**config.mk**
```make
export PLATFORM = sky130hd
export DESIGN_NAME = timer16_core_flat
export DESIGN_NICKNAME = d
export VERILOG_FILES = /design/src/timer16_pkg.sv /design/src/timer16_bus_if.sv /design/src/timer16_core.sv /design/src/flat_wrapper.sv
export SDC_FILE = /design/constraint.sdc
export NUM_CORES = 1
export LEC_CHECK = 0
export BUFFER_PORTS_ARGS = -buffer_cell sky130_fd_sc_hd__buf_2
export CAP_MARGIN = 20
export CORE_UTILIZATION = 25
export CTS_CLUSTER_SIZE = 10
export DETAILED_ROUTE_END_ITERATION = 8
export GPL_TIMING_DRIVEN = 0
export PLACE_DENSITY = 0.38
export SYNTH_ARGS = -nofsm -noshare
export SYNTH_HDL_FRONTEND = slang
export SYNTH_SLANG_ARGS = --single-unit
export TNS_END_PERCENT = 50
```
**constraint.sdc**
```tcl
create_clock -name sys_clk -period 5.07 [get_ports sys_clk]
set_input_delay 1.014 -clock sys_clk [delete_from_list [all_inputs] [get_ports sys_clk]]
set_output_delay 1.014 -clock sys_clk [all_outputs]
set_load 0.01 [all_outputs]
```
**src/timer16_pkg.sv**
```systemverilog
// Package for the 16-bit timer with byte-wide register access.
// Assumes an 8-bit register port between a controller and the timer.
package timer16_pkg;
	// Byte addresses of the timer registers on the 8-bit port.
	localparam logic [3:0] ADDR_COUNT_LO   = 4'h0;
	localparam logic [3:0] ADDR_COUNT_HI   = 4'h1;
	localparam logic [3:0] ADDR_CMP_A_LO   = 4'h2;
	localparam logic [3:0] ADDR_CMP_A_HI   = 4'h3;
	localparam logic [3:0] ADDR_CMP_B_LO   = 4'h4;
	localparam logic [3:0] ADDR_CMP_B_HI   = 4'h5;
	localparam logic [3:0] ADDR_CAPT_LO    = 4'h6;
	localparam logic [3:0] ADDR_CAPT_HI    = 4'h7;
	localparam logic [3:0] ADDR_CTRL_A     = 4'h8;
	localparam logic [3:0] ADDR_CTRL_B     = 4'h9;
	localparam logic [3:0] ADDR_CTRL_C     = 4'ha;
	localparam logic [3:0] ADDR_FLAGS      = 4'hb;
	localparam logic [3:0] ADDR_MASK       = 4'hc;
	localparam logic [3:0] ADDR_POWER      = 4'hd;
	// Flag and mask bit positions.
	localparam int FLAG_OVF  = 0;
	localparam int FLAG_CMPA = 1;
	localparam int FLAG_CMPB = 2;
	localparam int FLAG_CAPT = 5;
	// Control B fields: clock select, mode bits 3:2, edge, filter.
	localparam int CB_CS_LSB   = 0;
	localparam int CB_WGMH_LSB = 3;
	localparam int CB_EDGE     = 6;
	localparam int CB_FILTER   = 7;
	localparam int CA_WGML_LSB = 0;
	localparam int POWER_BIT   = 0;
	// Clock selections.
	localparam logic [2:0] CS_OFF     = 3'h0;
	localparam logic [2:0] CS_DIV1    = 3'h1;
	localparam logic [2:0] CS_DIV8    = 3'h2;
	localparam logic [2:0] CS_DIV64   = 3'h3;
	localparam logic [2:0] CS_DIV256  = 3'h4;
	localparam logic [2:0] CS_DIV1024 = 3'h5;
	localparam logic [2:0] CS_EXT_FALL = 3'h6;
	// Fixed top values and counter limits.
	localparam logic [15:0] TOP_8BIT  = 16'h00ff;
	localparam logic [15:0] TOP_9BIT  = 16'h01ff;
	localparam logic [15:0] TOP_10BIT = 16'h03ff;
	localparam logic [15:0] BOTTOM    = 16'h0000;
	localparam logic [15:0] MAX       = 16'hffff;
	// Mode codes that choose the top source.
	localparam logic [3:0] WGM_PWM8   = 4'h1;
	localparam logic [3:0] WGM_PWM9   = 4'h2;
	localparam logic [3:0] WGM_PWM10  = 4'h3;
	localparam logic [3:0] WGM_CTC_A  = 4'h4;
	localparam logic [3:0] WGM_FAST8  = 4'h5;
	localparam logic [3:0] WGM_FAST9  = 4'h6;
	localparam logic [3:0] WGM_FAST10 = 4'h7;
	localparam logic [3:0] WGM_PFC_I  = 4'h8;
	localparam logic [3:0] WGM_PFC_A  = 4'h9;
	localparam logic [3:0] WGM_PC_I   = 4'ha;
	localparam logic [3:0] WGM_PC_A   = 4'hb;
	localparam logic [3:0] WGM_CTC_I  = 4'hc;
	localparam logic [3:0] WGM_FAST_I = 4'he;
	localparam logic [3:0] WGM_FAST_A = 4'hf;
	// Filter needs this many equal samples.
	localparam logic [2:0] FILTER_LEN = 3'h4;
	// Resets.
	localparam logic [7:0]  BYTE_RESET = 8'h00;
	localparam logic [7:0]  POWER_RESET = 8'h01;
	localparam logic [15:0] WORD_RESET = 16'h0000;
	// Controller register offsets on AXI4-Lite.
	localparam logic [7:0] AXI_CMD    = 8'h00;
	localparam logic [7:0] AXI_WDATA  = 8'h04;
	localparam logic [7:0] AXI_RDATA  = 8'h08;
	localparam logic [7:0] AXI_STATUS = 8'h0c;
	localparam logic [7:0] AXI_IRQ    = 8'h10;
	// Command word fields.
	localparam int CMD_ADDR_LSB = 0;
	localparam int CMD_WIDE     = 4;
	localparam int CMD_WRITE    = 5;
endpackage
```
**src/timer16_bus_if.sv**
```systemverilog
// Byte-wide register port between the controller and the timer.
// Assumes one clock shared by both ends.
`timescale 1ns/100ps
interface timer16_bus_if;
	logic       sel;
	logic       wr;
	logic [3:0] addr;
	logic [7:0] wdata;
	logic [7:0] rdata;
	logic       irq;
	logic [3:0] irq_lines;

	modport device
	(
		input  sel,
		input  wr,
		input  addr,
		input  wdata,
		output rdata,
		output irq,
		output irq_lines
	);
	modport host
	(
		output sel,
		output wr,
		output addr,
		output wdata,
		input  rdata,
		input  irq,
		input  irq_lines
	);
endinterface

```
**src/timer16_core.sv**
```systemverilog
// Behaviour
// - Wide registers move as two byte accesses.
// - One shared high-byte holding register.
// - Low-byte write loads holding plus low.
// - Count and capture low-byte reads stage high byte in holding.
// - Compare reads bypass the holding register.
// - Write high first, read low first.
// - Caller keeps two-byte transfers uninterrupted.
// - Bottom signalled when counter becomes zero.
// - Max signalled when counter becomes all ones.
// - Top is fixed, compare A or capture.
// - Compare A top is double buffered, except in CTC mode.
// - Compares checked on each timer tick, matches set flags.
// - Counter advances only on selected clock.
// - Capture edge stores counter, optional filter.
// - Four flags visible, each masked separately.
// - Power-off bit must clear before operation.
// - Control bytes accessed directly, no holding.
// - Counter write beats clear or count.
// Timer end: 16-bit counter, compares, capture and the byte register port.
// Assumes the register port and pins are synchronous to sys_clk.
`timescale 1ns/100ps
module timer16_core
(
	input  wire logic   sys_clk,
	input  wire logic   rstn,
	timer16_bus_if.device bus,
	input  wire logic   capture_input_pin,
	input  wire logic   ext_count_pin,
	output logic        compare_a_out,
	output logic        compare_b_out,
	output logic        at_bottom,
	output logic        at_max,
	output logic        at_top
);
	logic [7:0]  hold_byte;
	logic [15:0] timer16_count;
	logic [15:0] compare_a_value;
	logic [15:0] compare_b_value;
	logic [15:0] compare_a_live;
	logic [15:0] compare_b_live;
	logic [15:0] capture_value;
	logic [7:0]  timer16_control_a;
	logic [7:0]  timer16_control_b;
	logic [7:0]  timer16_control_c;
	logic [7:0]  timer16_flag_reg;
	logic [7:0]  timer16_irq_mask;
	logic [7:0]  power_reduction_0;
	logic [9:0]  prescale;
	logic        ext_prev;
	logic        cap_prev;
	logic        cap_stable;
	logic [2:0]  cap_run;
	logic        tick;
	logic        running;
	logic [3:0]  mode;
	logic [15:0] top;
	logic        top_from_a;
	logic        wr_lo;
	logic        rd_lo;
	logic        count_wr;
	logic        cap_event;
	logic        cap_src;
	logic        match_a;
	logic        match_b;
	logic        overflow;
	logic [15:0] next_count;

	assign mode    = {timer16_control_b[timer16_pkg::CB_WGMH_LSB +: 2],
		timer16_control_a[timer16_pkg::CA_WGML_LSB +: 2]};
	assign running = ~power_reduction_0[timer16_pkg::POWER_BIT];
	assign wr_lo   = bus.sel & bus.wr & ~bus.addr[0] & ~bus.addr[3];
	assign rd_lo   = bus.sel & ~bus.wr & ~bus.addr[0] & ~bus.addr[3];
	assign count_wr = wr_lo & (bus.addr == timer16_pkg::ADDR_COUNT_LO);

	// Top source: fixed, compare A or capture, chosen by mode.
	// top selection
	always_comb
	begin
		top_from_a = 1'b0;
		unique case (mode)
			timer16_pkg::WGM_PWM8, timer16_pkg::WGM_FAST8:   top = timer16_pkg::TOP_8BIT;
			timer16_pkg::WGM_PWM9, timer16_pkg::WGM_FAST9:   top = timer16_pkg::TOP_9BIT;
			timer16_pkg::WGM_PWM10, timer16_pkg::WGM_FAST10: top = timer16_pkg::TOP_10BIT;
			timer16_pkg::WGM_PFC_I, timer16_pkg::WGM_PC_I,
			timer16_pkg::WGM_CTC_I, timer16_pkg::WGM_FAST_I: top = capture_value;
			timer16_pkg::WGM_CTC_A, timer16_pkg::WGM_PFC_A,
			timer16_pkg::WGM_PC_A, timer16_pkg::WGM_FAST_A:
			begin
				top        = compare_a_live;
				top_from_a = 1'b1;
			end
			default:                                         top = timer16_pkg::MAX;
		endcase
	end

	// Prescaler and clock select produce a one-cycle tick.
	// timer clock select
	always_comb
	begin
		unique case (timer16_control_b[timer16_pkg::CB_CS_LSB +: 3])
			timer16_pkg::CS_OFF:      tick = 1'b0;
			timer16_pkg::CS_DIV1:     tick = running;
			timer16_pkg::CS_DIV8:     tick = running & (prescale[2:0] == 3'h7);
			timer16_pkg::CS_DIV64:    tick = running & (prescale[5:0] == 6'h3f);
			timer16_pkg::CS_DIV256:   tick = running & (prescale[7:0] == 8'hff);
			timer16_pkg::CS_DIV1024:  tick = running & (prescale == 10'h3ff);
			timer16_pkg::CS_EXT_FALL: tick = running & ext_prev & ~ext_count_pin;
			default:                  tick = running & ~ext_prev & ext_count_pin;
		endcase
	end

	// Free-running prescaler and pin history.
	always_ff @(posedge sys_clk)
	begin
		if (!rstn)
		begin
			prescale <= 10'h000;
			ext_prev <= 1'b0;
		end
		else
		begin
			prescale <= running ? prescale + 10'h001 : 10'h000;
			ext_prev <= ext_count_pin;
		end
	end

	// Counter: a CPU write wins over counting and wrapping.
	assign overflow = tick & (timer16_count == top);
	always_comb
	begin
		next_count = timer16_count;
		if (count_wr)
			next_count = {hold_byte, bus.wdata};
		else if (overflow)
			next_count = timer16_pkg::BOTTOM;
		else if (tick)
			next_count = timer16_count + 16'h0001;
	end
	always_ff @(posedge sys_clk)
	begin
		if (!rstn)
			timer16_count <= timer16_pkg::WORD_RESET;
		else
			timer16_count <= next_count;
	end

	assign at_bottom = (timer16_count == timer16_pkg::BOTTOM);
	assign at_max    = (timer16_count == timer16_pkg::MAX);
	assign at_top    = (timer16_count == top);

	// Compare buffers move to the live copies at top, or at once in mode 0 and the CTC modes.
	// double buffered top
	always_ff @(posedge sys_clk)
	begin
		if (!rstn)
		begin
			compare_a_live <= timer16_pkg::WORD_RESET;
			compare_b_live <= timer16_pkg::WORD_RESET;
		end
		else if (overflow || mode == 4'h0 || mode == timer16_pkg::WGM_CTC_A || mode == timer16_pkg::WGM_CTC_I)
		begin
			compare_a_live <= compare_a_value;
			compare_b_live <= compare_b_value;
		end
	end

	assign match_a = tick & (timer16_count == compare_a_live);
	assign match_b = tick & (timer16_count == compare_b_live);

	// Waveform outputs toggle on match; channel A is silent when it sets the top.
	always_ff @(posedge sys_clk)
	begin
		if (!rstn)
		begin
			compare_a_out <= 1'b0;
			compare_b_out <= 1'b0;
		end
		else
		begin
			if (match_a && !top_from_a)
				compare_a_out <= ~compare_a_out;
			if (match_b)
				compare_b_out <= ~compare_b_out;
		end
	end

	// Capture pin: optional filter needs four equal samples, then edge detect.
	// capture filter
	always_ff @(posedge sys_clk)
	begin
		if (!rstn)
		begin
			cap_run    <= 3'h0;
			cap_stable <= 1'b0;
			cap_prev   <= 1'b0;
		end
		else
		begin
			if (capture_input_pin == cap_stable)
				cap_run <= 3'h0;
			else if (cap_run == timer16_pkg::FILTER_LEN - 3'h1)
			begin
				cap_run    <= 3'h0;
				cap_stable <= capture_input_pin;
			end
			else
				cap_run <= cap_run + 3'h1;
			cap_prev <= cap_src;
		end
	end
	assign cap_src   = timer16_control_b[timer16_pkg::CB_FILTER] ? cap_stable : capture_input_pin;
	assign cap_event = running & (cap_src != cap_prev) & (cap_src == timer16_control_b[timer16_pkg::CB_EDGE]);

	// Wide registers: low-byte writes merge the held high byte.
	// atomic low write
	always_ff @(posedge sys_clk)
	begin
		if (!rstn)
		begin
			compare_a_value <= timer16_pkg::WORD_RESET;
			compare_b_value <= timer16_pkg::WORD_RESET;
			capture_value   <= timer16_pkg::WORD_RESET;
		end
		else
		begin
			if (wr_lo && bus.addr == timer16_pkg::ADDR_CMP_A_LO)
				compare_a_value <= {hold_byte, bus.wdata};
			if (wr_lo && bus.addr == timer16_pkg::ADDR_CMP_B_LO)
				compare_b_value <= {hold_byte, bus.wdata};
			if (wr_lo && bus.addr == timer16_pkg::ADDR_CAPT_LO)
				capture_value <= {hold_byte, bus.wdata};
			else if (cap_event)
				capture_value <= timer16_count;
		end
	end

	// Shared holding byte: high writes load it, count and capture low reads stage into it.
	// single holding byte
	always_ff @(posedge sys_clk)
	begin
		if (!rstn)
			hold_byte <= timer16_pkg::BYTE_RESET;
		else if (bus.sel && bus.wr && bus.addr[0] && !bus.addr[3])
			hold_byte <= bus.wdata;
		else if (rd_lo && bus.addr == timer16_pkg::ADDR_COUNT_LO)
			hold_byte <= timer16_count[15:8];
		else if (rd_lo && bus.addr == timer16_pkg::ADDR_CAPT_LO)
			hold_byte <= capture_value[15:8];
	end

	// Byte control registers and flags; a hardware set beats a one-to-clear.
	// direct byte access
	always_ff @(posedge sys_clk)
	begin
		if (!rstn)
		begin
			timer16_control_a <= timer16_pkg::BYTE_RESET;
			timer16_control_b <= timer16_pkg::BYTE_RESET;
			timer16_control_c <= timer16_pkg::BYTE_RESET;
			timer16_irq_mask  <= timer16_pkg::BYTE_RESET;
			power_reduction_0 <= timer16_pkg::POWER_RESET;
			timer16_flag_reg  <= timer16_pkg::BYTE_RESET;
		end
		else
		begin
			if (bus.sel && bus.wr)
			begin
				unique case (bus.addr)
					timer16_pkg::ADDR_CTRL_A: timer16_control_a <= bus.wdata;
					timer16_pkg::ADDR_CTRL_B: timer16_control_b <= bus.wdata;
					timer16_pkg::ADDR_CTRL_C: timer16_control_c <= bus.wdata;
					timer16_pkg::ADDR_MASK:   timer16_irq_mask  <= bus.wdata;
					timer16_pkg::ADDR_POWER:  power_reduction_0 <= bus.wdata;
					default:                  ;
				endcase
			end
			timer16_flag_reg <= (timer16_flag_reg
				& ~((bus.sel && bus.wr && bus.addr == timer16_pkg::ADDR_FLAGS) ? bus.wdata : 8'h00))
				| ({7'h00, overflow} << timer16_pkg::FLAG_OVF)
				| ({7'h00, match_a} << timer16_pkg::FLAG_CMPA)
				| ({7'h00, match_b} << timer16_pkg::FLAG_CMPB)
				| ({7'h00, cap_event} << timer16_pkg::FLAG_CAPT);
		end
	end

	// Read data; compare reads return the high byte directly.
	// compare read bypass
	always_comb
	begin
		unique case (bus.addr)
			timer16_pkg::ADDR_COUNT_LO: bus.rdata = timer16_count[7:0];
			timer16_pkg::ADDR_CMP_A_LO: bus.rdata = compare_a_value[7:0];
			timer16_pkg::ADDR_CMP_A_HI: bus.rdata = compare_a_value[15:8];
			timer16_pkg::ADDR_CMP_B_LO: bus.rdata = compare_b_value[7:0];
			timer16_pkg::ADDR_CMP_B_HI: bus.rdata = compare_b_value[15:8];
			timer16_pkg::ADDR_CAPT_LO:  bus.rdata = capture_value[7:0];
			timer16_pkg::ADDR_COUNT_HI, timer16_pkg::ADDR_CAPT_HI: bus.rdata = hold_byte;
			timer16_pkg::ADDR_CTRL_A:   bus.rdata = timer16_control_a;
			timer16_pkg::ADDR_CTRL_B:   bus.rdata = timer16_control_b;
			timer16_pkg::ADDR_CTRL_C:   bus.rdata = timer16_control_c;
			timer16_pkg::ADDR_FLAGS:    bus.rdata = timer16_flag_reg;
			timer16_pkg::ADDR_MASK:     bus.rdata = timer16_irq_mask;
			timer16_pkg::ADDR_POWER:    bus.rdata = power_reduction_0;
			default:                    bus.rdata = 8'h00;
		endcase
	end

	assign bus.irq_lines = {timer16_flag_reg[timer16_pkg::FLAG_CAPT], timer16_flag_reg[2:0]}
		& {timer16_irq_mask[timer16_pkg::FLAG_CAPT], timer16_irq_mask[2:0]};
	assign bus.irq = |bus.irq_lines;
endmodule

```
**src/flat_wrapper.sv**
```systemverilog
// flat-port wrapper written by rule: the top's interface ports become plain ports
module timer16_core_flat 
  (sys_clk, rstn, capture_input_pin, ext_count_pin, compare_a_out, compare_b_out, at_bottom, at_max, at_top, bus_sel, bus_wr, bus_addr, bus_wdata, bus_rdata, bus_irq, bus_irq_lines);
  timer16_bus_if bus_i ();
  input  wire logic sys_clk;
  input  wire logic rstn;
  input  wire logic capture_input_pin;
  input  wire logic ext_count_pin;
  output logic compare_a_out;
  output logic compare_b_out;
  output logic at_bottom;
  output logic at_max;
  output logic at_top;
  input wire logic [$bits(bus_i.sel)-1:0] bus_sel;
  input wire logic [$bits(bus_i.wr)-1:0] bus_wr;
  input wire logic [$bits(bus_i.addr)-1:0] bus_addr;
  input wire logic [$bits(bus_i.wdata)-1:0] bus_wdata;
  output wire logic [$bits(bus_i.rdata)-1:0] bus_rdata;
  output wire logic [$bits(bus_i.irq)-1:0] bus_irq;
  output wire logic [$bits(bus_i.irq_lines)-1:0] bus_irq_lines;
  assign bus_i.sel = bus_sel;
  assign bus_i.wr = bus_wr;
  assign bus_i.addr = bus_addr;
  assign bus_i.wdata = bus_wdata;
  assign bus_rdata = bus_i.rdata;
  assign bus_irq = bus_i.irq;
  assign bus_irq_lines = bus_i.irq_lines;
  timer16_core u_core (.sys_clk(sys_clk), .rstn(rstn), .bus(bus_i), .capture_input_pin(capture_input_pin), .ext_count_pin(ext_count_pin), .compare_a_out(compare_a_out), .compare_b_out(compare_b_out), .at_bottom(at_bottom), .at_max(at_max), .at_top(at_top));
endmodule
```
**Word level (Yosys, flattened, before mapping)**

Cells that the tools add are included.

- Add/subtract/negate cells: 3
- Eq/ne operators: 45
- Multiplexer cells: 14
- Bitwise gates (word level): 37
- Reductions and logical operators: 37

Operators with widths:

| operator | count |
|---|---|
| one-hot mux 8 bit (13 select lines) | 1 |
| two-way mux 16 bit | 5 |
| one-hot mux 16 bit (5 select lines) | 1 |
| equality test 4 bit, second input constant | 13 |
| equality test 16 bit | 3 |
| equality test 4 x 3 -> 1 bit, second input constant | 8 |
| two-way mux 8 bit | 4 |
| bitwise AND 1 bit | 20 |
| adder 16 x 1 -> 16 bit, second input constant | 1 |
| equality test 16 bit, second input constant | 1 |
| equality test 4 x 2 -> 1 bit, second input constant | 4 |
| zero test 16 bit | 1 |
| equality test 3 bit, second input constant | 4 |
| AND reduction 2 bit | 6 |
| OR reduction 4 bit | 3 |
| adder 10 x 1 -> 10 bit, second input constant | 1 |
| equality test 10 bit, second input constant | 1 |
| logical AND 1 bit | 10 |
| inverter 1 bit | 10 |
| OR reduction 2 bit | 5 |
| equality test 3 x 2 -> 1 bit, second input constant | 3 |
| bitwise AND 8 bit | 1 |
| equality test 4 x 1 -> 1 bit, second input constant | 2 |
| equality test 8 bit, second input constant | 1 |
| 20 further kinds | 27 |

- Register bits: 170
- Output and inout port bits: 18

**Logic depth before layout (Yosys ltp)**

- Depth after elaboration: 9
- Gate-level depth with buffers: 11

**Least setup slack after synthesis**

OpenSTA, ideal clock, no wires.

- Path type: input port to output port
- Start point: input port bus_addr[3]
- End point: output port bus_rdata[2]
- Arrival: 2619 ps
- Data required time: 4056 ps
- Slack: 1437 ps
- Cell stages on the path: 7
- Path buffers: 4
- Cells stage by stage: clkbuf_1 -> clkbuf_1 -> clkbuf_1 -> clkbuf_1 -> nor3_1 -> a221oi_1 -> o211ai_1

- Word-level cells in the longest chain between the ends: 3

Ends and longest elaborated chain:

| element | RTL line | text |
|---|---|---|
| from (decl) | flat_wrapper.sv:16 | `input wire logic [$bits(bus_i.addr)-1:0] bus_addr;` |
| equality test 4 x 1 -> 1 bit / equality test 4 x 3 -> 1 bit (equally long branches) | timer16_core.sv:291 | `unique case (bus.addr)` |
| OR reduction 2 bit | timer16_core.sv:291 |  |
| one-hot mux 8 bit (13 select lines) * | timer16_core.sv:291 |  |
| to (decl) | flat_wrapper.sv:18 | `output wire logic [$bits(bus_i.rdata)-1:0] bus_rdata;` |

Every way passes the cells marked *; elsewhere a longest branch is shown, timed or not.

**Worst setup path in the final report**

Same ends and word-level chain as after synthesis.

==> reports/summary.log <==
qor: status.outcome complete, no violations
qor: floorplan.coreArea 0.0380 mm2
qor: setup_path.regToRegStartpoint u_core.timer16_control_b[1]$_SDFFE_PN0P_
qor: worst_hold_path.holdCritPathClass flip-flop to flip-flop
qor: place.place_inst 1734
qor: finish.antenna_cells 0
qor: synth.synth-adder-area-share 1.03%
qor: clock_network.numCtsBuffers 17
qor: synth.synthTopCellsByCount sky130_fd_sc_hd__nand2_1 (196), sky130_fd_sc_hd__dfxtp_1 (170), sky130_fd_sc_hd__mux2i_1 (112)
qor: setup_path.path_cells clkbuf_1, clkbuf_1, clkbuf_1, clkbuf_1, nor3_1, a221oi_1, o211ai_1, buf_2
qor: clock_network.tritoncts built
qor: synth.mappedNetlistNets 1215
qor: routing.dr.first_iter.drc_count 714
qor: synth.synth_ff_type sky130_fd_sc_hd__dfxtp_1
qor: synth.compound_cell_area_share_of_the_yosys_netlist 18.6%
qor: place.place.gp.congestion 0.932
qor: global_routing.grt_pass1_wl 62300 um
qor: global_routing.grt-ovfl-total 0
qor: setup_path.depth_of_the_worst_register_to_register_path 10
qor: synth.synth_top_family_by_area simple AND/OR/NAND/NOR gates
qor: global_routing.grt_antenna_before_repair 0
qor: place.io_buffer_count 32
qor: synth.synth-seq-area-share 35.0%
qor: routing.dr.pass1.iters 5
qor: pwr.power_density 291 mW/mm2
qor: synth.synth-edff-count 0
qor: setup_path.critical_path.reg2reg.endpoint u_core.compare_a_out$_SDFFE_PN0P_
qor: synth.yosys.area.top_type sky130_fd_sc_hd__dfxtp_1
qor: run.max-cap-violations 0
qor: synth.synth.most_common_cell sky130_fd_sc_hd__nand2_1
qor: routing.routed_wire_length_per_instance 24.3 um
qor: synth.syn_area_per_cell 8.18 um2
qor: timing.max_slew_margin 25.0%
qor: floorplan.die_area 0.0397 mm2
qor: routing.via_per_inst 5.21
qor: clock_network.holdBufCountCts 0
qor: timing.finalHoldViolCount 0
qor: synth.yosys_register_bits 170
qor: clock_network.clk_root_buf sky130_fd_sc_hd__clkbuf_16
qor: global_routing.largest_net_degree_at_the_start_of_global_routing 18
qor: timing.rsz0062_at_grt no
qor: setup_path.worstSetupStartpoint bus_addr[3]
qor: global_routing.gr-usage-all-layers 22.1%
qor: synth.yosys.area_share.xor_xnor 4.05%
qor: routing.post-route-drc-count 0
qor: finish.layout.cells.non_filler 1767
qor: finish.nNetsFinal 1269
qor: timing.accumulated_negative_setup_slack 0 ns
qor: setup_path.required_time_at_the_endpoint_of_the_critical_path 4.06 ns
qor: timing.timing.final.ws_setup 0.354 ns
qor: finish.drive_gt1_share 8.04%
qor: routing.detail-route-antenna-nets 0
qor: pwr.peak_ir_drop_on_the_vdd_network 0.211 mV
qor: clock_network.cts.sinks 170
qor: floorplan.top_level_port_count 36
qor: timing.fin_crit_sh 93.0%
qor: timing.clock.fmax 212 MHz
qor: setup_path.critPathLaunchType primary input
qor: clock_network.cts_buffer_depth 2
qor: setup_path.slowest_stage sky130_fd_sc_hd__clkbuf_1
qor: setup_path.critical_path_arrival 3.70 ns
qor: timing.setup_viol 0
qor: pwr.static_leakage 0.00400 uW
qor: setup_path.critical_path.endpoint bus_rdata[2]
qor: synth.post_synth_inst_count 1189
qor: synth.synth-warning-count 0
qor: setup_path.path_common_cell sky130_fd_sc_hd__clkbuf_1
qor: synth.asyncSetResetFlopFracSynth 0%
qor: synth.muxShareOfSynthArea 12.2%
qor: routing.drt_wl_total 43000 um
qor: clock_network.cts-resized-gates 0
qor: setup_path.timing_worst_setup_path_type primary input to primary output
qor: setup_path.cp_slowest_stage_delay 0.54 ns
qor: global_routing.via_count_of_the_first_global_routing_pass 8869
qor: timing.fin_skew 0.0159 ns
qor: floorplan.die_y 199 um
qor: routing.num_vias 9212
qor: floorplan.starting_density_of_the_core 25.6%
qor: clock_network.clock_insertion_delay_worst_skew 0.47 ns
qor: synth.synth_top_cells_by_area sky130_fd_sc_hd__dfxtp_1 (35%), sky130_fd_sc_hd__mux2i_1 (12%), sky130_fd_sc_hd__nand2_1 (7.6%), sky130_fd_sc_hd__nor2b_1 (3.5%), sky130_fd_sc_hd__clkbuf_1 (3.2%)
qor: synth.syn_area 0.00973 mm2
qor: floorplan.rows 71
qor: synth.yosys.area_share.simple 24.0%
qor: setup_path.critical_path_peak_fanout 10
qor: timing.period_minus_slack 4.72 ns
qor: synth.synth.lib_cells_used.distinct 72
qor: setup_path.end_kind primary output
qor: finish.flow.area_growth_from_synthesis 14.4%
qor: floorplan.die_w 199 um
qor: place.dpl_worst_slack 0.528 ns
qor: place.detailed_place_hpwl 31900 um
qor: timing.slew_viol_final 0
qor: setup_path.rrSetupSlack 1.60 ns
qor: clock_network.post-cts-setup-buffers 0
qor: clock_network.clock_pin_slew_on_the_worst_setup_and_hold_paths 0.07 ns
qor: clock_network.htreeDepth 4
qor: synth.synth_top_cell_area_share 35.0%
qor: timing.slew_at_the_pin_with_the_worst_max_slew_slack 1.13 ns
## cell type report
class	instances	area, um2
Clock inverter	15	150
Fill cell	4224	26900
Multi-Input combinational cell	899	5820
Inverter	25	93.8
Timing Repair Buffer	35	188
Clock buffer	17	425
Tap cell	511	639
Sequential cell	170	3400
Buffer	95	413
## logic make-up (layout without fill, tap and decap cells)
kind of cell               Yosys count  after routing
AOI/OAI and AO/OA                  257            257
muxes                              117            117
buffers and inverters              120            187
and+or+nand+nor                    472            472
xor gates and xnor gates            45             45
adders and majority gates            8              8
DFF                                170            170
## per-layer routing
metal	vias to the layer above	track usage, %	part of all wire (%)
met5	-	0	0
met4	0	7.24	2.1
met3	46	2.85	4.7
met2	268	34.7	45
met1	4579	31.1	49
li1	4319	-	-
## through the flow
stage | hold WS [ns] | total power, uW | area, um2 | utilization, %
after floorplan | 0.399 | 1690 | 9730 | -
after global placement | 0.412 | 1890 | 10500 | 27.7
after detailed placement | 0.419 | 1880 | 10500 | 27.7
after CTS | 0.429 | 3270 | 11100 | 29.3
after global routing | 0.455 | 3360 | 11100 | 29.3
final | 0.425 | 3240 | 11100 | 29.3
## worst min-delay path by stage
stage | from | to | slack (ns) | depth (start not counted)
floorplan | u_core.cap_run[0]$_SDFF_PP0_ | u_core.cap_run[0]$_SDFF_PP0_ | 0.40 | 1
global placement | u_core.cap_run[0]$_SDFF_PP0_ | u_core.cap_run[0]$_SDFF_PP0_ | 0.41 | 1
detailed placement | u_core.cap_run[0]$_SDFF_PP0_ | u_core.cap_run[0]$_SDFF_PP0_ | 0.42 | 1
CTS | u_core.cap_run[0]$_SDFF_PP0_ | u_core.cap_run[0]$_SDFF_PP0_ | 0.43 | 1
global route | u_core.cap_run[0]$_SDFF_PP0_ | u_core.cap_run[0]$_SDFF_PP0_ | 0.45 | 1
finish | u_core.cap_run[0]$_SDFF_PP0_ | u_core.cap_run[0]$_SDFF_PP0_ | 0.42 | 1
## power breakdown
part	total (uW)	switching [uW]	internal [uW]
logic	473	332	141
registers	1390	30.7	1360
clock network	1380	681	695
total	3240	1040	2200
## worst max-delay path, delay by kind of cell
| family | cells | cell delay [ns] |
|---|---|---|
| simple gates | 1 | 0.10 |
| compound gates | 2 | 0.51 |
| buf+inv | 5 | 2.06 |
## cells in the final DEF (no fill, tap or decap), types with 18 or more instances in the layout
| master | count |
|---|---|
| sky130_fd_sc_hd__a22oi_1 | 18 |
| sky130_fd_sc_hd__nand3_1 | 27 |
| sky130_fd_sc_hd__and3_1 | 18 |
| sky130_fd_sc_hd__inv_1 | 23 |
| sky130_fd_sc_hd__nor2_1 | 67 |
| sky130_fd_sc_hd__dfxtp_1 | 170 |
| sky130_fd_sc_hd__nor4_1 | 19 |
| sky130_fd_sc_hd__nor2b_1 | 55 |
| sky130_fd_sc_hd__o21ai_0 | 53 |
| sky130_fd_sc_hd__buf_2 | 36 |
| sky130_fd_sc_hd__xor2_1 | 34 |
| sky130_fd_sc_hd__a21boi_0 | 33 |
| sky130_fd_sc_hd__and2_1 | 18 |
| sky130_fd_sc_hd__a21oi_1 | 24 |
| sky130_fd_sc_hd__clkbuf_1 | 83 |
| sky130_fd_sc_hd__mux2i_1 | 112 |
| sky130_fd_sc_hd__nand2_1 | 196 |
Power figures use the tool's default switching activity.
